**config.mk**
```make
export PLATFORM = sky130hd
export DESIGN_NAME = ups_status_remote_ctrl
export DESIGN_NICKNAME = d
export VERILOG_FILES = /design/src/include/ups_pkg.sv /design/src/include/serial_if.sv /design/src/hw/ups_serial_link.sv /design/src/hw/ups_status_remote_ctrl.sv
export SDC_FILE = /design/constraint.sdc
export NUM_CORES = 1
export LEC_CHECK = 0
export BUFFER_PORTS_ARGS = -buffer_cell sky130_fd_sc_hd__buf_2
export CAP_MARGIN = 20
export CORE_UTILIZATION = 45
export CTS_CLUSTER_SIZE = 16
export DETAILED_ROUTE_END_ITERATION = 6
export SLEW_MARGIN = 15
export SYNTH_ARGS = -nofsm -noshare
export SYNTH_HDL_FRONTEND = slang
export SYNTH_SLANG_ARGS = --single-unit
```
**constraint.sdc**
```tcl
create_clock -name core_clk -period 4.6 [get_ports core_clk]
set_input_delay 0.92 -clock core_clk [delete_from_list [all_inputs] [get_ports core_clk]]
set_output_delay 0.92 -clock core_clk [all_outputs]
set_load 0.005 [all_outputs]
```
**src/include/ups_pkg.sv**
```systemverilog
// Purpose: Shared constants and types of the supply status and remote-control block.
// Assumes: A 40 MHz core clock.
// Notes:   Register offsets are byte addresses on the AXI4-Lite bus.
`default_nettype none
package ups_pkg;
  localparam int CLK_HZ         = 40_000_000;
  localparam int ONE_SECOND_S   = 1;
  localparam int SECOND_CYCLES  = ONE_SECOND_S * CLK_HZ;
  localparam int BAUD_RATE      = 1200;
  localparam int BAUD_DIV       = CLK_HZ / BAUD_RATE;
  localparam int SINE_HZ        = 60;
  localparam logic [31:0] SINE_STEP = 32'((64'(SINE_HZ) << 32) / 64'(CLK_HZ));
  localparam int OT_SHUTDOWN_S  = 180;
  localparam int BYPASS_DELAY_S = 2;
  localparam logic [6:0] BATT_LOW_PCT = 7'h23;

  localparam logic [7:0] ADDR_CTRL     = 8'h00;
  localparam logic [7:0] ADDR_STATUS   = 8'h04;
  localparam logic [7:0] ADDR_IRQ_STAT = 8'h08;
  localparam logic [7:0] ADDR_IRQ_MASK = 8'h0C;
  localparam logic [7:0] ADDR_TX_DATA  = 8'h10;
  localparam logic [7:0] ADDR_RX_DATA  = 8'h14;

  localparam int CTRL_SW_BYPASS   = 0;
  localparam int CTRL_SW_SHUTDOWN = 1;
  localparam logic [1:0] CTRL_RESET = 2'h0;

  localparam int IRQ_RUNNING_ON_BATTERY_N     = 0;
  localparam int IRQ_BATT_LOW    = 1;
  localparam int IRQ_OVER_TEMP   = 2;
  localparam int IRQ_OT_SHUTDOWN = 3;
  localparam int IRQ_RX_CHAR     = 4;
  localparam int IRQ_RX_ERROR    = 5;
  localparam int IRQ_W           = 6;
  localparam logic [IRQ_W-1:0] IRQ_RESET = 6'h00;

  localparam logic [1:0] RESP_OKAY   = 2'h0;
  localparam logic [1:0] RESP_SLVERR = 2'h2;

  typedef enum logic [1:0] {
    ST_OFF     = 2'b00,
    ST_ONLINE  = 2'b01,
    ST_OT_SHUT = 2'b10,
    ST_BYPASS  = 2'b11
  } ups_state_t;
endpackage
`default_nettype wire
```
**src/include/serial_if.sv**
```systemverilog
// Purpose: Character path between the controller and the serial link engine.
// Assumes: One clock domain.
// Notes:   Strobes last one cycle.
`default_nettype none
interface serial_if;
  logic [6:0] txData;
  logic       txStart;
  logic       txBusy;
  logic [6:0] rxData;
  logic       rxStrobe;
  logic       rxParityErr;
  modport ctrl (output txData, txStart, input txBusy, rxData, rxStrobe, rxParityErr);
  modport link (input txData, txStart, output txBusy, rxData, rxStrobe, rxParityErr);
endinterface
`default_nettype wire

```
**src/hw/ups_serial_link.sv**
```systemverilog
// Purpose: Full duplex character engine, seven data bits, even parity, one stop bit.
// Assumes: rxd is synchronous to core_clk.
// Notes:   A start request while busy is dropped; the controller checks txBusy first.
`default_nettype none
module ups_serial_link #(
  parameter int BAUD_DIV = ups_pkg::BAUD_DIV
) (
  input  wire logic core_clk,
  input  wire logic srst,
  serial_if.link    port,
  input  wire logic rxd,
  output logic      txd
);
  import ups_pkg::*;
  localparam logic [15:0] BIT_TOP  = 16'(BAUD_DIV - 1);
  localparam logic [15:0] HALF_TOP = 16'(BAUD_DIV / 2);

  logic [9:0]  txShiftReg, txShiftNext;
  logic [3:0]  txBitsReg, txBitsNext, rxBitsReg, rxBitsNext;
  logic [15:0] txCntReg, txCntNext, rxCntReg, rxCntNext;
  logic [9:0]  rxShiftReg, rxShiftNext;
  logic [9:0]  frame;
  logic [6:0]  rxDataReg, rxDataNext;
  logic        rxStrobeReg, rxStrobeNext, rxErrReg, rxErrNext;

  always_comb begin
    txShiftNext = txShiftReg;
    txBitsNext  = txBitsReg;
    txCntNext   = txCntReg;
    if (txBitsReg == 4'h0) begin
      if (port.txStart) begin
        txShiftNext = {1'b1, ^port.txData, port.txData, 1'b0};
        txBitsNext  = 4'hA;
        txCntNext   = BIT_TOP;
      end
    end else if (txCntReg == 16'h0000) begin
      txShiftNext = {1'b1, txShiftReg[9:1]};
      txBitsNext  = txBitsReg - 4'h1;
      txCntNext   = BIT_TOP;
    end else begin
      txCntNext = txCntReg - 16'h0001;
    end
  end

  always_comb begin
    rxShiftNext  = rxShiftReg;
    rxBitsNext   = rxBitsReg;
    rxCntNext    = rxCntReg;
    rxDataNext   = rxDataReg;
    rxStrobeNext = 1'b0;
    rxErrNext    = 1'b0;
    frame        = {rxd, rxShiftReg[9:1]};
    if (rxBitsReg == 4'h0) begin
      if (!rxd) begin
        rxBitsNext = 4'hA;
        rxCntNext  = HALF_TOP;
      end
    end else if (rxCntReg != 16'h0000) begin
      rxCntNext = rxCntReg - 16'h0001;
    end else if (rxBitsReg == 4'hA && rxd) begin
      // A start bit gone high at mid-bit was a glitch, not a character.
      rxBitsNext = 4'h0;
    end else begin
      rxShiftNext = frame;
      rxBitsNext  = rxBitsReg - 4'h1;
      rxCntNext   = BIT_TOP;
      if (rxBitsReg == 4'h1) begin
        rxDataNext   = frame[7:1];
        rxStrobeNext = 1'b1;
        rxErrNext    = (^frame[8:1]) | ~frame[9];
      end
    end
  end

  always_ff @(posedge core_clk) begin
    if (srst) begin
      txShiftReg  <= 10'h3FF;
      txBitsReg   <= 4'h0;
      txCntReg    <= 16'h0000;
      rxShiftReg  <= 10'h000;
      rxBitsReg   <= 4'h0;
      rxCntReg    <= 16'h0000;
      rxDataReg   <= 7'h00;
      rxStrobeReg <= 1'b0;
      rxErrReg    <= 1'b0;
    end else begin
      txShiftReg  <= txShiftNext;
      txBitsReg   <= txBitsNext;
      txCntReg    <= txCntNext;
      rxShiftReg  <= rxShiftNext;
      rxBitsReg   <= rxBitsNext;
      rxCntReg    <= rxCntNext;
      rxDataReg   <= rxDataNext;
      rxStrobeReg <= rxStrobeNext;
      rxErrReg    <= rxErrNext;
    end
  end

  assign txd              = txShiftReg[0];
  assign port.txBusy      = (txBitsReg != 4'h0);
  assign port.rxData      = rxDataReg;
  assign port.rxStrobe    = rxStrobeReg;
  assign port.rxParityErr = rxErrReg;
endmodule
`default_nettype wire

```
**src/hw/ups_status_remote_ctrl.sv**
```systemverilog
// Purpose: Status lines, remote switches, over-temperature handling, sine reference and host link.
// Assumes: All inputs synchronous to core_clk; switch inputs high when closed.
// Notes:   Discrete outputs are high when open, low when pulled.
// What this block does
// - Discrete status is valid only while running and not in bypass.
// - Output-good pulled low while AC output regulated, else open.
// - On-battery pulled low while running from battery after AC input failure.
// - Battery-low pulled low when charge below thirty-five percent.
// - Over-temperature pulled low when critical; three minutes persisting shuts down.
// - Combat override high suppresses the over-temperature shutdown.
// - Under override, over-temperature still reported and unit keeps running.
// - Override plus over-temperature disables charger until temperature safe.
// - Remote power switch open shuts the unit and battery packs down.
// - Remote bypass switch open transfers the unit to bypass.
// - Host link: 1200 baud, seven data bits, even parity, one stop.
// - A 60 Hz sine reference synthesized from the crystal clock.
// - Over-temperature blinks indicator and sounds alarm once per second.
// - After over-temperature shutdown, bypass follows about two seconds later.
//
// Decided for this implementation: the placing of the registers and register access over AXI4-Lite.
`default_nettype none
module ups_status_remote_ctrl #(
  parameter int SEC_CYCLES = ups_pkg::SECOND_CYCLES,
  parameter int BAUD_DIV   = ups_pkg::BAUD_DIV
) (
  input  wire logic        core_clk,
  input  wire logic        srst,
  input  wire logic [7:0]  s_axi_awaddr,
  input  wire logic        s_axi_awvalid,
  output logic             s_axi_awready,
  input  wire logic [31:0] s_axi_wdata,
  input  wire logic [3:0]  s_axi_wstrb,
  input  wire logic        s_axi_wvalid,
  output logic             s_axi_wready,
  output logic [1:0]       s_axi_bresp,
  output logic             s_axi_bvalid,
  input  wire logic        s_axi_bready,
  input  wire logic [7:0]  s_axi_araddr,
  input  wire logic        s_axi_arvalid,
  output logic             s_axi_arready,
  output logic [31:0]      s_axi_rdata,
  output logic [1:0]       s_axi_rresp,
  output logic             s_axi_rvalid,
  input  wire logic        s_axi_rready,
  input  wire logic        outputRegulated,
  input  wire logic        acInputFailed,
  input  wire logic [6:0]  chargePercent,
  input  wire logic        tempCritical,
  input  wire logic        combat_override_cmd,
  input  wire logic        remote_power_switch,
  input  wire logic        remote_bypass_switch,
  input  wire logic        rxd,
  output logic             txd,
  output logic             output_good_n,
  output logic             running_on_battery_n,
  output logic             battery_charge_low_n,
  output logic             over_temperature_n,
  output logic             unitOn,
  output logic             bypassActive,
  output logic             chargerEnable,
  output logic             overTempLed,
  output logic             alarmBeep,
  output logic signed [11:0] sineRef,
  output logic             irq
);
  import ups_pkg::*;
  localparam logic [31:0] SEC_TOP = 32'(SEC_CYCLES - 1);
  localparam logic [7:0]  OT_LIMIT = 8'(OT_SHUTDOWN_S);
  localparam logic [1:0]  BYP_DELAY = 2'(BYPASS_DELAY_S);
  localparam logic [10:0] SINE_Q [16] = '{
    11'h064, 11'h12C, 11'h1F1, 11'h2B2, 11'h36B, 11'h41C, 11'h4C3, 11'h55F,
    11'h5ED, 11'h66C, 11'h6DC, 11'h73A, 11'h787, 11'h7C2, 11'h7E9, 11'h7FD};

  serial_if ser ();

  ups_serial_link #(.BAUD_DIV(BAUD_DIV)) link (
    .core_clk (core_clk),
    .srst     (srst),
    .port     (ser.link),
    .rxd      (rxd),
    .txd      (txd)
  );

  // Operating state and its timers.
  ups_state_t  stateReg, stateNext;
  logic [31:0] secCntReg, secCntNext;
  logic [7:0]  otSecsReg, otSecsNext;
  logic [1:0]  delayReg, delayNext;
  logic        otLatchReg, otLatchNext, blinkReg, blinkNext;
  logic        secTick;
  logic [1:0]  ctrlReg, ctrlNext;

  assign secTick = (secCntReg == SEC_TOP);

  always_comb begin
    stateNext   = stateReg;
    otLatchNext = otLatchReg;
    delayNext   = delayReg;
    secCntNext  = secTick ? 32'h0000_0000 : secCntReg + 32'h0000_0001;
    otSecsNext  = otSecsReg;
    blinkNext   = 1'b0;
    if (stateReg == ST_ONLINE && tempCritical) begin
      blinkNext = secTick ? ~blinkReg : blinkReg;
      if (secTick && otSecsReg != OT_LIMIT) otSecsNext = otSecsReg + 8'h01;
    end else begin
      otSecsNext = 8'h00;
    end
    unique case (stateReg)
      ST_OFF: begin
        otLatchNext = 1'b0;
        if (remote_power_switch && !ctrlReg[CTRL_SW_SHUTDOWN]) stateNext = ST_ONLINE;
      end
      ST_ONLINE: begin
        if (!remote_bypass_switch || ctrlReg[CTRL_SW_BYPASS]) begin
          stateNext = ST_BYPASS;
        end else if (tempCritical && otSecsReg == OT_LIMIT && !combat_override_cmd) begin
          stateNext = ST_OT_SHUT;
          delayNext = 2'h0;
        end
      end
      ST_OT_SHUT: begin
        if (secTick) delayNext = delayReg + 2'h1;
        if (secTick && delayReg == BYP_DELAY - 2'h1) begin
          stateNext   = ST_BYPASS;
          otLatchNext = 1'b1;
        end
      end
      ST_BYPASS: begin
        // After a thermal shutdown only a power cycle brings the inverter back.
        if (remote_bypass_switch && !ctrlReg[CTRL_SW_BYPASS] && !otLatchReg) stateNext = ST_ONLINE;
      end
    endcase
    if (!remote_power_switch || ctrlReg[CTRL_SW_SHUTDOWN]) stateNext = ST_OFF;
  end

  always_ff @(posedge core_clk) begin
    if (srst) begin
      stateReg   <= ST_OFF;
      secCntReg  <= 32'h0000_0000;
      otSecsReg  <= 8'h00;
      delayReg   <= 2'h0;
      otLatchReg <= 1'b0;
      blinkReg   <= 1'b0;
    end else begin
      stateReg   <= stateNext;
      secCntReg  <= secCntNext;
      otSecsReg  <= otSecsNext;
      delayReg   <= delayNext;
      otLatchReg <= otLatchNext;
      blinkReg   <= blinkNext;
    end
  end

  // Discrete lines, power outputs and the sine reference.
  logic        validReg, validNext;
  logic [3:0]  pullReg, pullNext;
  logic        chgReg, chgNext;
  logic [31:0] phaseReg, phaseNext;
  logic signed [11:0] sineReg, sineNext;
  logic [3:0]  sineIdx;

  always_comb begin
    validNext = (stateNext == ST_ONLINE);
    pullNext  = 4'h0;
    if (validNext) begin
      pullNext[0] = outputRegulated;
      pullNext[1] = acInputFailed;
      pullNext[2] = (chargePercent < BATT_LOW_PCT);
      pullNext[3] = tempCritical;
    end
    chgNext   = validNext && !(combat_override_cmd && tempCritical);
    phaseNext = phaseReg + SINE_STEP;
    sineIdx   = phaseReg[30] ? ~phaseReg[29:26] : phaseReg[29:26];
    sineNext  = phaseReg[31] ? -$signed({1'b0, SINE_Q[sineIdx]}) : $signed({1'b0, SINE_Q[sineIdx]});
  end

  always_ff @(posedge core_clk) begin
    if (srst) begin
      validReg <= 1'b0;
      pullReg  <= 4'h0;
      chgReg   <= 1'b0;
      phaseReg <= 32'h0000_0000;
      sineReg  <= 12'sh000;
    end else begin
      validReg <= validNext;
      pullReg  <= pullNext;
      chgReg   <= chgNext;
      phaseReg <= phaseNext;
      sineReg  <= sineNext;
    end
  end

  assign output_good_n        = ~pullReg[0];
  assign running_on_battery_n = ~pullReg[1];
  assign battery_charge_low_n = ~pullReg[2];
  assign over_temperature_n   = ~pullReg[3];
  assign unitOn               = validReg;
  assign bypassActive         = (stateReg == ST_BYPASS);
  assign chargerEnable        = chgReg;
  assign overTempLed          = blinkReg;
  assign alarmBeep            = blinkReg;
  assign sineRef              = sineReg;

  // Register bus slave with sticky interrupt status.
  logic        awHeldReg, awHeldNext, wHeldReg, wHeldNext, bvReg, bvNext, rvReg, rvNext;
  logic [7:0]  awAddrReg, awAddrNext;
  logic [31:0] wDataReg, wDataNext, rdReg, rdNext;
  logic [3:0]  wStrbReg, wStrbNext;
  logic [1:0]  brReg, brNext, rrReg, rrNext;
  logic [IRQ_W-1:0] statReg, statNext, maskReg, maskNext, events;
  logic [6:0]  rxHoldReg, rxHoldNext;
  logic        rxValidReg, rxValidNext, txStartNext, txStartReg;
  logic        doWrite, doRead;

  assign s_axi_awready = !awHeldReg && !bvReg;
  assign s_axi_wready  = !wHeldReg && !bvReg;
  assign s_axi_arready = !rvReg;
  assign doWrite = awHeldReg && wHeldReg && !bvReg;
  assign doRead  = s_axi_arvalid && !rvReg;

  always_comb begin
    awHeldNext  = awHeldReg | (s_axi_awvalid & s_axi_awready);
    wHeldNext   = wHeldReg | (s_axi_wvalid & s_axi_wready);
    awAddrNext  = (s_axi_awvalid & s_axi_awready) ? s_axi_awaddr : awAddrReg;
    wDataNext   = (s_axi_wvalid & s_axi_wready) ? s_axi_wdata : wDataReg;
    wStrbNext   = (s_axi_wvalid & s_axi_wready) ? s_axi_wstrb : wStrbReg;
    bvNext      = bvReg & ~s_axi_bready;
    brNext      = brReg;
    rvNext      = rvReg & ~s_axi_rready;
    rdNext      = rdReg;
    rrNext      = rrReg;
    ctrlNext    = ctrlReg;
    maskNext    = maskReg;
    txStartNext = 1'b0;
    events = '0;
    events[IRQ_RUNNING_ON_BATTERY_N]     = pullNext[1] & ~pullReg[1];
    events[IRQ_BATT_LOW]    = pullNext[2] & ~pullReg[2];
    events[IRQ_OVER_TEMP]   = pullNext[3] & ~pullReg[3];
    events[IRQ_OT_SHUTDOWN] = (stateNext == ST_OT_SHUT) && (stateReg != ST_OT_SHUT);
    events[IRQ_RX_CHAR]     = ser.rxStrobe;
    events[IRQ_RX_ERROR]    = ser.rxStrobe & ser.rxParityErr;
    statNext    = statReg;
    rxHoldNext  = ser.rxStrobe ? ser.rxData : rxHoldReg;
    rxValidNext = rxValidReg;
    if (doWrite) begin
      awHeldNext = 1'b0;
      wHeldNext  = 1'b0;
      bvNext     = 1'b1;
      brNext     = RESP_OKAY;
      unique case (awAddrReg)
        ADDR_CTRL:     if (wStrbReg[0]) ctrlNext = wDataReg[1:0];
        ADDR_IRQ_MASK: if (wStrbReg[0]) maskNext = wDataReg[IRQ_W-1:0];
        ADDR_TX_DATA:  txStartNext = wStrbReg[0] && !ser.txBusy;
        ADDR_STATUS, ADDR_IRQ_STAT, ADDR_RX_DATA: ;
        default:       brNext = RESP_SLVERR;
      endcase
    end
    if (doRead) begin
      rvNext = 1'b1;
      rrNext = RESP_OKAY;
      rdNext = 32'h0000_0000;
      unique case (s_axi_araddr)
        ADDR_CTRL:     rdNext[1:0] = ctrlReg;
        ADDR_STATUS:   rdNext[15:0] = {otSecsReg, 1'b0, ser.txBusy, otLatchReg, chgReg,
                                       blinkReg, tempCritical, stateReg};
        ADDR_IRQ_STAT: begin
          rdNext[IRQ_W-1:0] = statReg;
          statNext = '0;
        end
        ADDR_IRQ_MASK: rdNext[IRQ_W-1:0] = maskReg;
        ADDR_TX_DATA:  rdNext[8] = ser.txBusy;
        ADDR_RX_DATA: begin
          rdNext[8:0] = {rxValidReg, 1'b0, rxHoldReg};
          rxValidNext = 1'b0;
        end
        default:       rrNext = RESP_SLVERR;
      endcase
    end
    // An event landing on the clearing read stays pending.
    statNext    = statNext | events;
    rxValidNext = rxValidNext | ser.rxStrobe;
  end

  always_ff @(posedge core_clk) begin
    if (srst) begin
      awHeldReg  <= 1'b0;
      wHeldReg   <= 1'b0;
      awAddrReg  <= 8'h00;
      wDataReg   <= 32'h0000_0000;
      wStrbReg   <= 4'h0;
      bvReg      <= 1'b0;
      brReg      <= RESP_OKAY;
      rvReg      <= 1'b0;
      rdReg      <= 32'h0000_0000;
      rrReg      <= RESP_OKAY;
      ctrlReg    <= CTRL_RESET;
      maskReg    <= IRQ_RESET;
      statReg    <= IRQ_RESET;
      rxHoldReg  <= 7'h00;
      rxValidReg <= 1'b0;
      txStartReg <= 1'b0;
    end else begin
      awHeldReg  <= awHeldNext;
      wHeldReg   <= wHeldNext;
      awAddrReg  <= awAddrNext;
      wDataReg   <= wDataNext;
      wStrbReg   <= wStrbNext;
      bvReg      <= bvNext;
      brReg      <= brNext;
      rvReg      <= rvNext;
      rdReg      <= rdNext;
      rrReg      <= rrNext;
      ctrlReg    <= ctrlNext;
      maskReg    <= maskNext;
      statReg    <= statNext;
      rxHoldReg  <= rxHoldNext;
      rxValidReg <= rxValidNext;
      txStartReg <= txStartNext;
    end
  end

  assign ser.txStart  = txStartReg;
  assign ser.txData   = wDataReg[6:0];
  assign s_axi_bvalid = bvReg;
  assign s_axi_bresp  = brReg;
  assign s_axi_rvalid = rvReg;
  assign s_axi_rdata  = rdReg;
  assign s_axi_rresp  = rrReg;
  assign irq          = |(statReg & maskReg);
endmodule
`default_nettype wire

```
# Word-level counts from Yosys, hierarchy flattened
# Memory sizes are Yosys's and may differ from the RTL's.
# Cells that the tools add are included.
[op_classes] muxes=49 reduce_logical=65 magnitude_cmp=2 bitwise=33 add_sub_neg=9 n_eq_ne=30
[op_table] op="2-to-1 mux 16 bit" count=7
[op_table] op="2-to-1 mux 4 bit" count=9
[op_table] op="2-to-1 mux 11 bit" count=3
[op_table] op="adder 32 x 1 -> 32 bit, second input constant" count=1
[op_table] op="adder 32 x 13 -> 32 bit, second input constant" count=1
[op_table] op="== test 32 x 26 -> 1 bit, second input constant" count=1
[op_table] op="== test 8 x 4 -> 1 bit, second input constant" count=4
[op_table] op="== test 8 x 5 -> 1 bit, second input constant" count=4
[op_table] op="subtractor 16 x 1 -> 16 bit, second input constant" count=2
[op_table] op="2-to-1 mux 10 bit" count=3
[op_table] op="2-to-1 mux 2 bit" count=11
[op_table] op="logical AND 1 bit" count=18
[op_table] op="OR reduction 6 bit" count=3
[op_table] op="inverter 1 bit" count=17
[op_table] op="== test 8 x 3 -> 1 bit, second input constant" count=2
[op_table] op="zero test 16 bit" count=1
[op_table] op="zero test 8 bit" count=2
[op_table] op="one-hot mux 4 bit (4 select lines)" count=1
[op_table] op="nonzero test 16 bit" count=1
[op_table] op="zero test 1 bit" count=12
[op_table] op="2-to-1 mux 6 bit" count=2
[op_table] op="!= test 2 bit, second input constant" count=6
[op_table] op="negation 11 -> 12 bit" count=1
[op_table] op="one-hot mux 2 bit (5 select lines)" count=1
[op_table] op="other kinds (39)" count=75
[word_totals] in_bits=73 ff_bits=228 rom_bits=176 n_memories=1
[memory_table] memory="(no name shown)" words=16 word_bits=11 read_ports=1 rd_ports_with_merged_regs=0 write_ports=0 line="ups_status_remote_ctrl.sv:174" rtl="sineNext = phaseReg[31] ? -$signed({1'b0, SINE_Q[sineIdx]}) : $signed({1'b0, SINE_Q[sineIdx]});"

# Depth between registers and ports, before layout
[depth] word_depth=11 ltp_mapped=12 ltp_nobuf=11

# Hierarchy
# A second synthesis with hierarchy kept.
[unflattened] hier_cells=1236 area_unflattened_um2=10623.9
[by_module_without_submodules] mod="ups_status_remote_ctrl" area_per_inst_um2=7343.3 seq_area_each_um2=3103.0 n_inst=1 cells_each=850
[by_module_without_submodules] mod="ups_serial_link" area_per_inst_um2=3280.6 seq_area_each_um2=1321.3 n_inst=1 cells_each=386

# Worst setup path before layout
# Ideal clock, no wire load.
[synth_path] path_type="input to register" startpoint="input s_axi_araddr[1]" endpoint="register rdReg[6] (netlist: s_axi_rdata[6])" setup_time_ps=78 required_time_ps=4522 path_buffers=1 arrival_ps=2448 cell_stages=6 setup_slack_ps=2074 path_cell_list="or4_1 > nor4_1 > and2_1 > buf_2 > a221oi_1 > nor3_1"
[synth_between] elab_chain_len=2 word_cells_on_any_way=3 cone_classes="eq/ne: 2; mux: 1"
[synth_rtl] item="from (decl)" line="ups_status_remote_ctrl.sv:38" rtl="input wire logic [7:0] s_axi_araddr,"
[synth_rtl] item="== test 8 x 5 -> 1 bit or == test 8 x 3 -> 1 bit (tied branches)" line="ups_status_remote_ctrl.sv:262" rtl="unique case (s_axi_araddr)"
[synth_rtl] item="one-hot mux 1 bit (2 select lines) *" line="ups_status_remote_ctrl.sv:262"
[synth_rtl] item="to (signal assigned)" line="ups_status_remote_ctrl.sv:311" rtl="rdReg <= rdNext;"
[synth_rtl] item="to (decl)" line="ups_status_remote_ctrl.sv:207" rtl="logic [31:0] wDataReg, wDataNext, rdReg, rdNext;"
# Every way passes the cells marked *; elsewhere a longest branch is shown, timed or not.
# A chain may end at the register's enable or synchronous reset.

# Worst setup path in the final report
[layout_path] startpoint="register phaseReg[30]" endpoint="register sineReg[6] (netlist: sineRef[6])"
[layout_between] elab_chain_len=7
[layout_rtl] item="from (decl)" line="ups_status_remote_ctrl.sv:158" rtl="logic [31:0] phaseReg, phaseNext;"
[layout_rtl] item="from (signal assigned)" line="ups_status_remote_ctrl.sv:188" rtl="phaseReg <= phaseNext;"
[layout_rtl] item="2-to-1 mux 4 bit *" line="ups_status_remote_ctrl.sv:173" rtl="sineIdx = phaseReg[30] ? ~phaseReg[29:26] : phaseReg[29:26];"
[layout_rtl] item="inverter 4 -> 5 bit (not written as such) *" line="ups_status_remote_ctrl.sv:174"
[layout_rtl] item="memory read (16 x 11 bit) *"
[layout_rtl] item="2-to-1 mux 11 bit (not written as such) * (2 in a row)" line="ups_status_remote_ctrl.sv:174"
[layout_rtl] item="negation 11 -> 12 bit" line="ups_status_remote_ctrl.sv:174"
[layout_rtl] item="2-to-1 mux 11 bit *" line="ups_status_remote_ctrl.sv:174"
[layout_rtl] item="to (signal assigned)" line="ups_status_remote_ctrl.sv:189" rtl="sineReg <= sineNext;"
[layout_rtl] item="to (decl)" line="ups_status_remote_ctrl.sv:159" rtl="logic signed [11:0] sineReg, sineNext;"
# Every way passes the cells marked *; elsewhere a longest branch is shown, timed or not. The select of a mux whose other input is x is not followed.

==> results.ini <==
[finish]
seqCellArea_um2 = 4420
drive_gt1_share_pct = 12.7
nets = 1361
multi_input_area_um2 = 5300
syn_to_final_growth_pct = 14.2
num-fill-cells = 2128
final_cell_mix = 221 x dfxtp_1, 170 x nor2_1, 138 x nand2_1, 88 x buf_2, 79 x a21oi_1
diodes = 0
fin_area_um2 = 11600
final_common_cell = dfxtp_1

[pwr]
seqPwrFrac_pct = 37.8
p_clk_share_pct = 35.8
p_sw_share_pct = 32.6
leakagePower_nw = 4.48
vdd_ir_drop_max_uv = 301
p_int_mw = 4.07
switchingPower_mw = 1.97
pwr-share-comb_pct = 26.4
power.density_nw_per_um2 = 520

[setup_path]
ff2ff_path_depth = 11
path_class = register to register
slowest_delay_ns = 0.59
cp_max_fo = 8
crit_top_cell = nor2_1
crit_path_end = sineRef[6]
critical-path-top-delay-family = XOR/XNOR gates
arrival_ns = 3.26
r2r-end = sineRef[6]
required_ns = 4.98
startpoint = phaseReg[30]
critical_path_depth = 11
critPathBufInv = 1
start_kind = register
slowest_stage = dfxtp_1
cp_cell_sequence = xor2_1 -> inv_1 -> ha_1 -> nor2_1 -> a211oi_1 -> nor2_1 -> ha_1 -> o211ai_1 -> o41ai_2 -> xnor2_1 -> nor2_1
regToRegSetupSlack_ns = 1.72
cp-end-kind = register
timing.rr.start = phaseReg[30]

[synthesis]
synth_fa_ha_area_share_pct = 2.58
synthCells = 1201
synth_cell_types = 77
synth_xor_area_share_pct = 8.67
async_reset_ff_share_pct = 0
synth_top_family_by_area = simple AND/OR/NAND/NOR gates
synth_mux_area_share_pct = 3.46
synth-seq-cells = 221
synth_area_um2 = 10200
avgSynthCellArea_um2 = 8.47
yosys_warnings = 0
synth-main-ff-cell = dfxtp_1
yosys.area_share.simple_pct = 24.4
synth_compound_area_share_pct = 12.3
seq_area_frac_synth_pct = 43.5
synth_edf_count = 0

[drt]
first_pass_iters = 7
ant_nets = 0
drt-wirelength-per-cell_um = 13.3
vias_per_cell = 5.21
vias = 8157
drcViolationCount = 17
detail_route.wirelength_um = 20800
first_iter_violations = 535

[floorplan]
die_y_um = 152
rows = 54
core_area_um2 = 22000
start_util_pct = 46.2
chipWidth_um = 152
num_io_pins = 137
dieArea_um2 = 23200

[grt]
use_met2_pct = 29.2
grt_pass1_wl_um = 36000
busiest_layer = met2
grtUsageMet1_pct = 25.0
grt_start_max_net_pins = 89
antenna_found_initial = 0
grt_util_met3_pct = 2.82
grt_usage_pct = 18.1
grt_pass1_vias = 7566
grt-ovfl-total = 0

[clocking]
tritoncts = yes
cts-root-buf = clkbuf_16
cts_resized = 0
cts_buffer_depth = 3
h-tree-depth = 1
cts_sinks = 221
clk_latency_ns = 0.52
cts_buffers = 25
cts_setup_buffers = 0
ctsHoldBuffers = 0
path_clk_slew_ns = 0.06

[timing]
worst_pin_slew_ns = 0.923
max_freq_mhz = 347
rsz0062_at_grt = false
fin_setup_tns_ns = 0
hold_slack_ns = 0.435
setup_viol = 0
slew_viol_final = 0
fin_crit_sh_pct = 62.6
relSlewSlack_pct = 38.5
period_needed_ns = 2.88
fin_skew_ns = 0.0256
hold_viol = 0

[placed_design]
dp_hpwl_um = 14100
routabilityCongestion = 0.843
placed_cell_area_um2 = 10700
port_buffers = 89

[status]
violations = DRC
status = complete, but fails checks

[min_path]
min_path_cells = 1
holdCritPathClass = register to register

[job]
drv_cap = 0

sequential cells by signal, indices dropped and copies added, names as in the netlist, 8 cells and up:
| name | count |
|---|---|
| s_axi_rdata | 15 |
| link.txCntReg | 16 |
| link.rxCntReg | 16 |
| phaseReg | 31 |
| awAddrReg | 8 |
| link.txShiftReg | 9 |
| otSecsReg | 8 |
| link.rxShiftReg | 8 |
| sineRef | 12 |
| secCntReg | 32 |
how the worst min path moves through the flow:
stage | from | endpoint
finish | secCntReg[0] | secCntReg[0]
global route | secCntReg[0] | secCntReg[0]
CTS | secCntReg[0] | secCntReg[0]
detailed placement | secCntReg[0] | secCntReg[0]
global placement | secCntReg[0] | secCntReg[0]
floorplan | secCntReg[0] | secCntReg[0]
cell families (layout without fill, tap and decap cells):
| family | count (synthesis) | count (layout) |
|---|---|---|
| other | 1 | 19 |
| AND/OR/NAND/NOR | 523 | 523 |
| flip-flops | 221 | 221 |
| AO/OA/AOI/OAI | 194 | 194 |
| XOR/XNOR | 99 | 99 |
| buffers and inverters | 109 | 175 |
| multiplexers | 33 | 33 |
| adder cells (fa/ha/maj) | 21 | 21 |
metal layers:
layer  share of wire, %  vias up
met5                  0        -
met4                2.2        0
met3                4.5       33
met2                 43      157
met1                 50     3714
li1                   -     4253
area by class of cell:
type / instances / share of cell area [%]
clock buffers: 33 / 6.25
repair buffers: 95 / 4.24
clock inverters: 12 / 1.65
well taps: 280 / 3.02
flip-flops and latches: 221 / 38.1
inverters: 35 / 1.13
multi-input cells: 889 / 45.6
worst register-to-register path, stage by stage, from the launching register on:
cell,delay [ns]
dfxtp_1,0.59
xor2_1,0.48
inv_1,0.17
ha_1,0.28
nor2_1,0.15
a211oi_1,0.09
nor2_1,0.19
ha_1,0.22
o211ai_1,0.11
o41ai_2,0.25
xnor2_1,0.15
nor2_1,0.05
power groups by stage:
stage                     sequential [mW]  combinational (mW)  clock (mW)
after floorplan                      2.29                1.32           0
after detailed placement             2.32                1.58           0
final                                2.29                1.59        2.16
after global placement               2.32                1.57           0
after CTS                            2.28                1.60        2.22
after global routing                 2.32                1.83        2.30
cells in the mapped netlist, types with 15 or more instances:
| master | count | area (um^2) |
|---|---|---|
| a211oi_1 | 17 | 128 |
| a21oi_1 | 79 | 395 |
| buf_4 | 23 | 173 |
| clkbuf_1 | 35 | 131 |
| dfxtp_1 | 221 | 4420 |
| ha_1 | 21 | 263 |
| inv_1 | 34 | 128 |
| mux2i_1 | 25 | 250 |
| nand2_1 | 138 | 518 |
| nand3_1 | 53 | 265 |
| nand4_1 | 18 | 113 |
| nor2_1 | 170 | 638 |
| nor3_1 | 34 | 170 |
| nor4_1 | 15 | 93.8 |
| o21ai_0 | 29 | 145 |
| xnor2_1 | 57 | 499 |
| xor2_1 | 40 | 350 |
stage by stage:
step	utilization, %	cells	total power, mW	worst slack [ns]
CTS	52.7	1565	6.10	1.72
global placement	48.6	1520	3.89	1.65
global route	52.7	1565	6.46	1.41
finish	52.7	1565	6.04	1.72
floorplan	-	1219	3.61	2.07
detailed placement	48.6	1520	3.91	1.59
No activity file was read; power rests on OpenSTA's default activity.
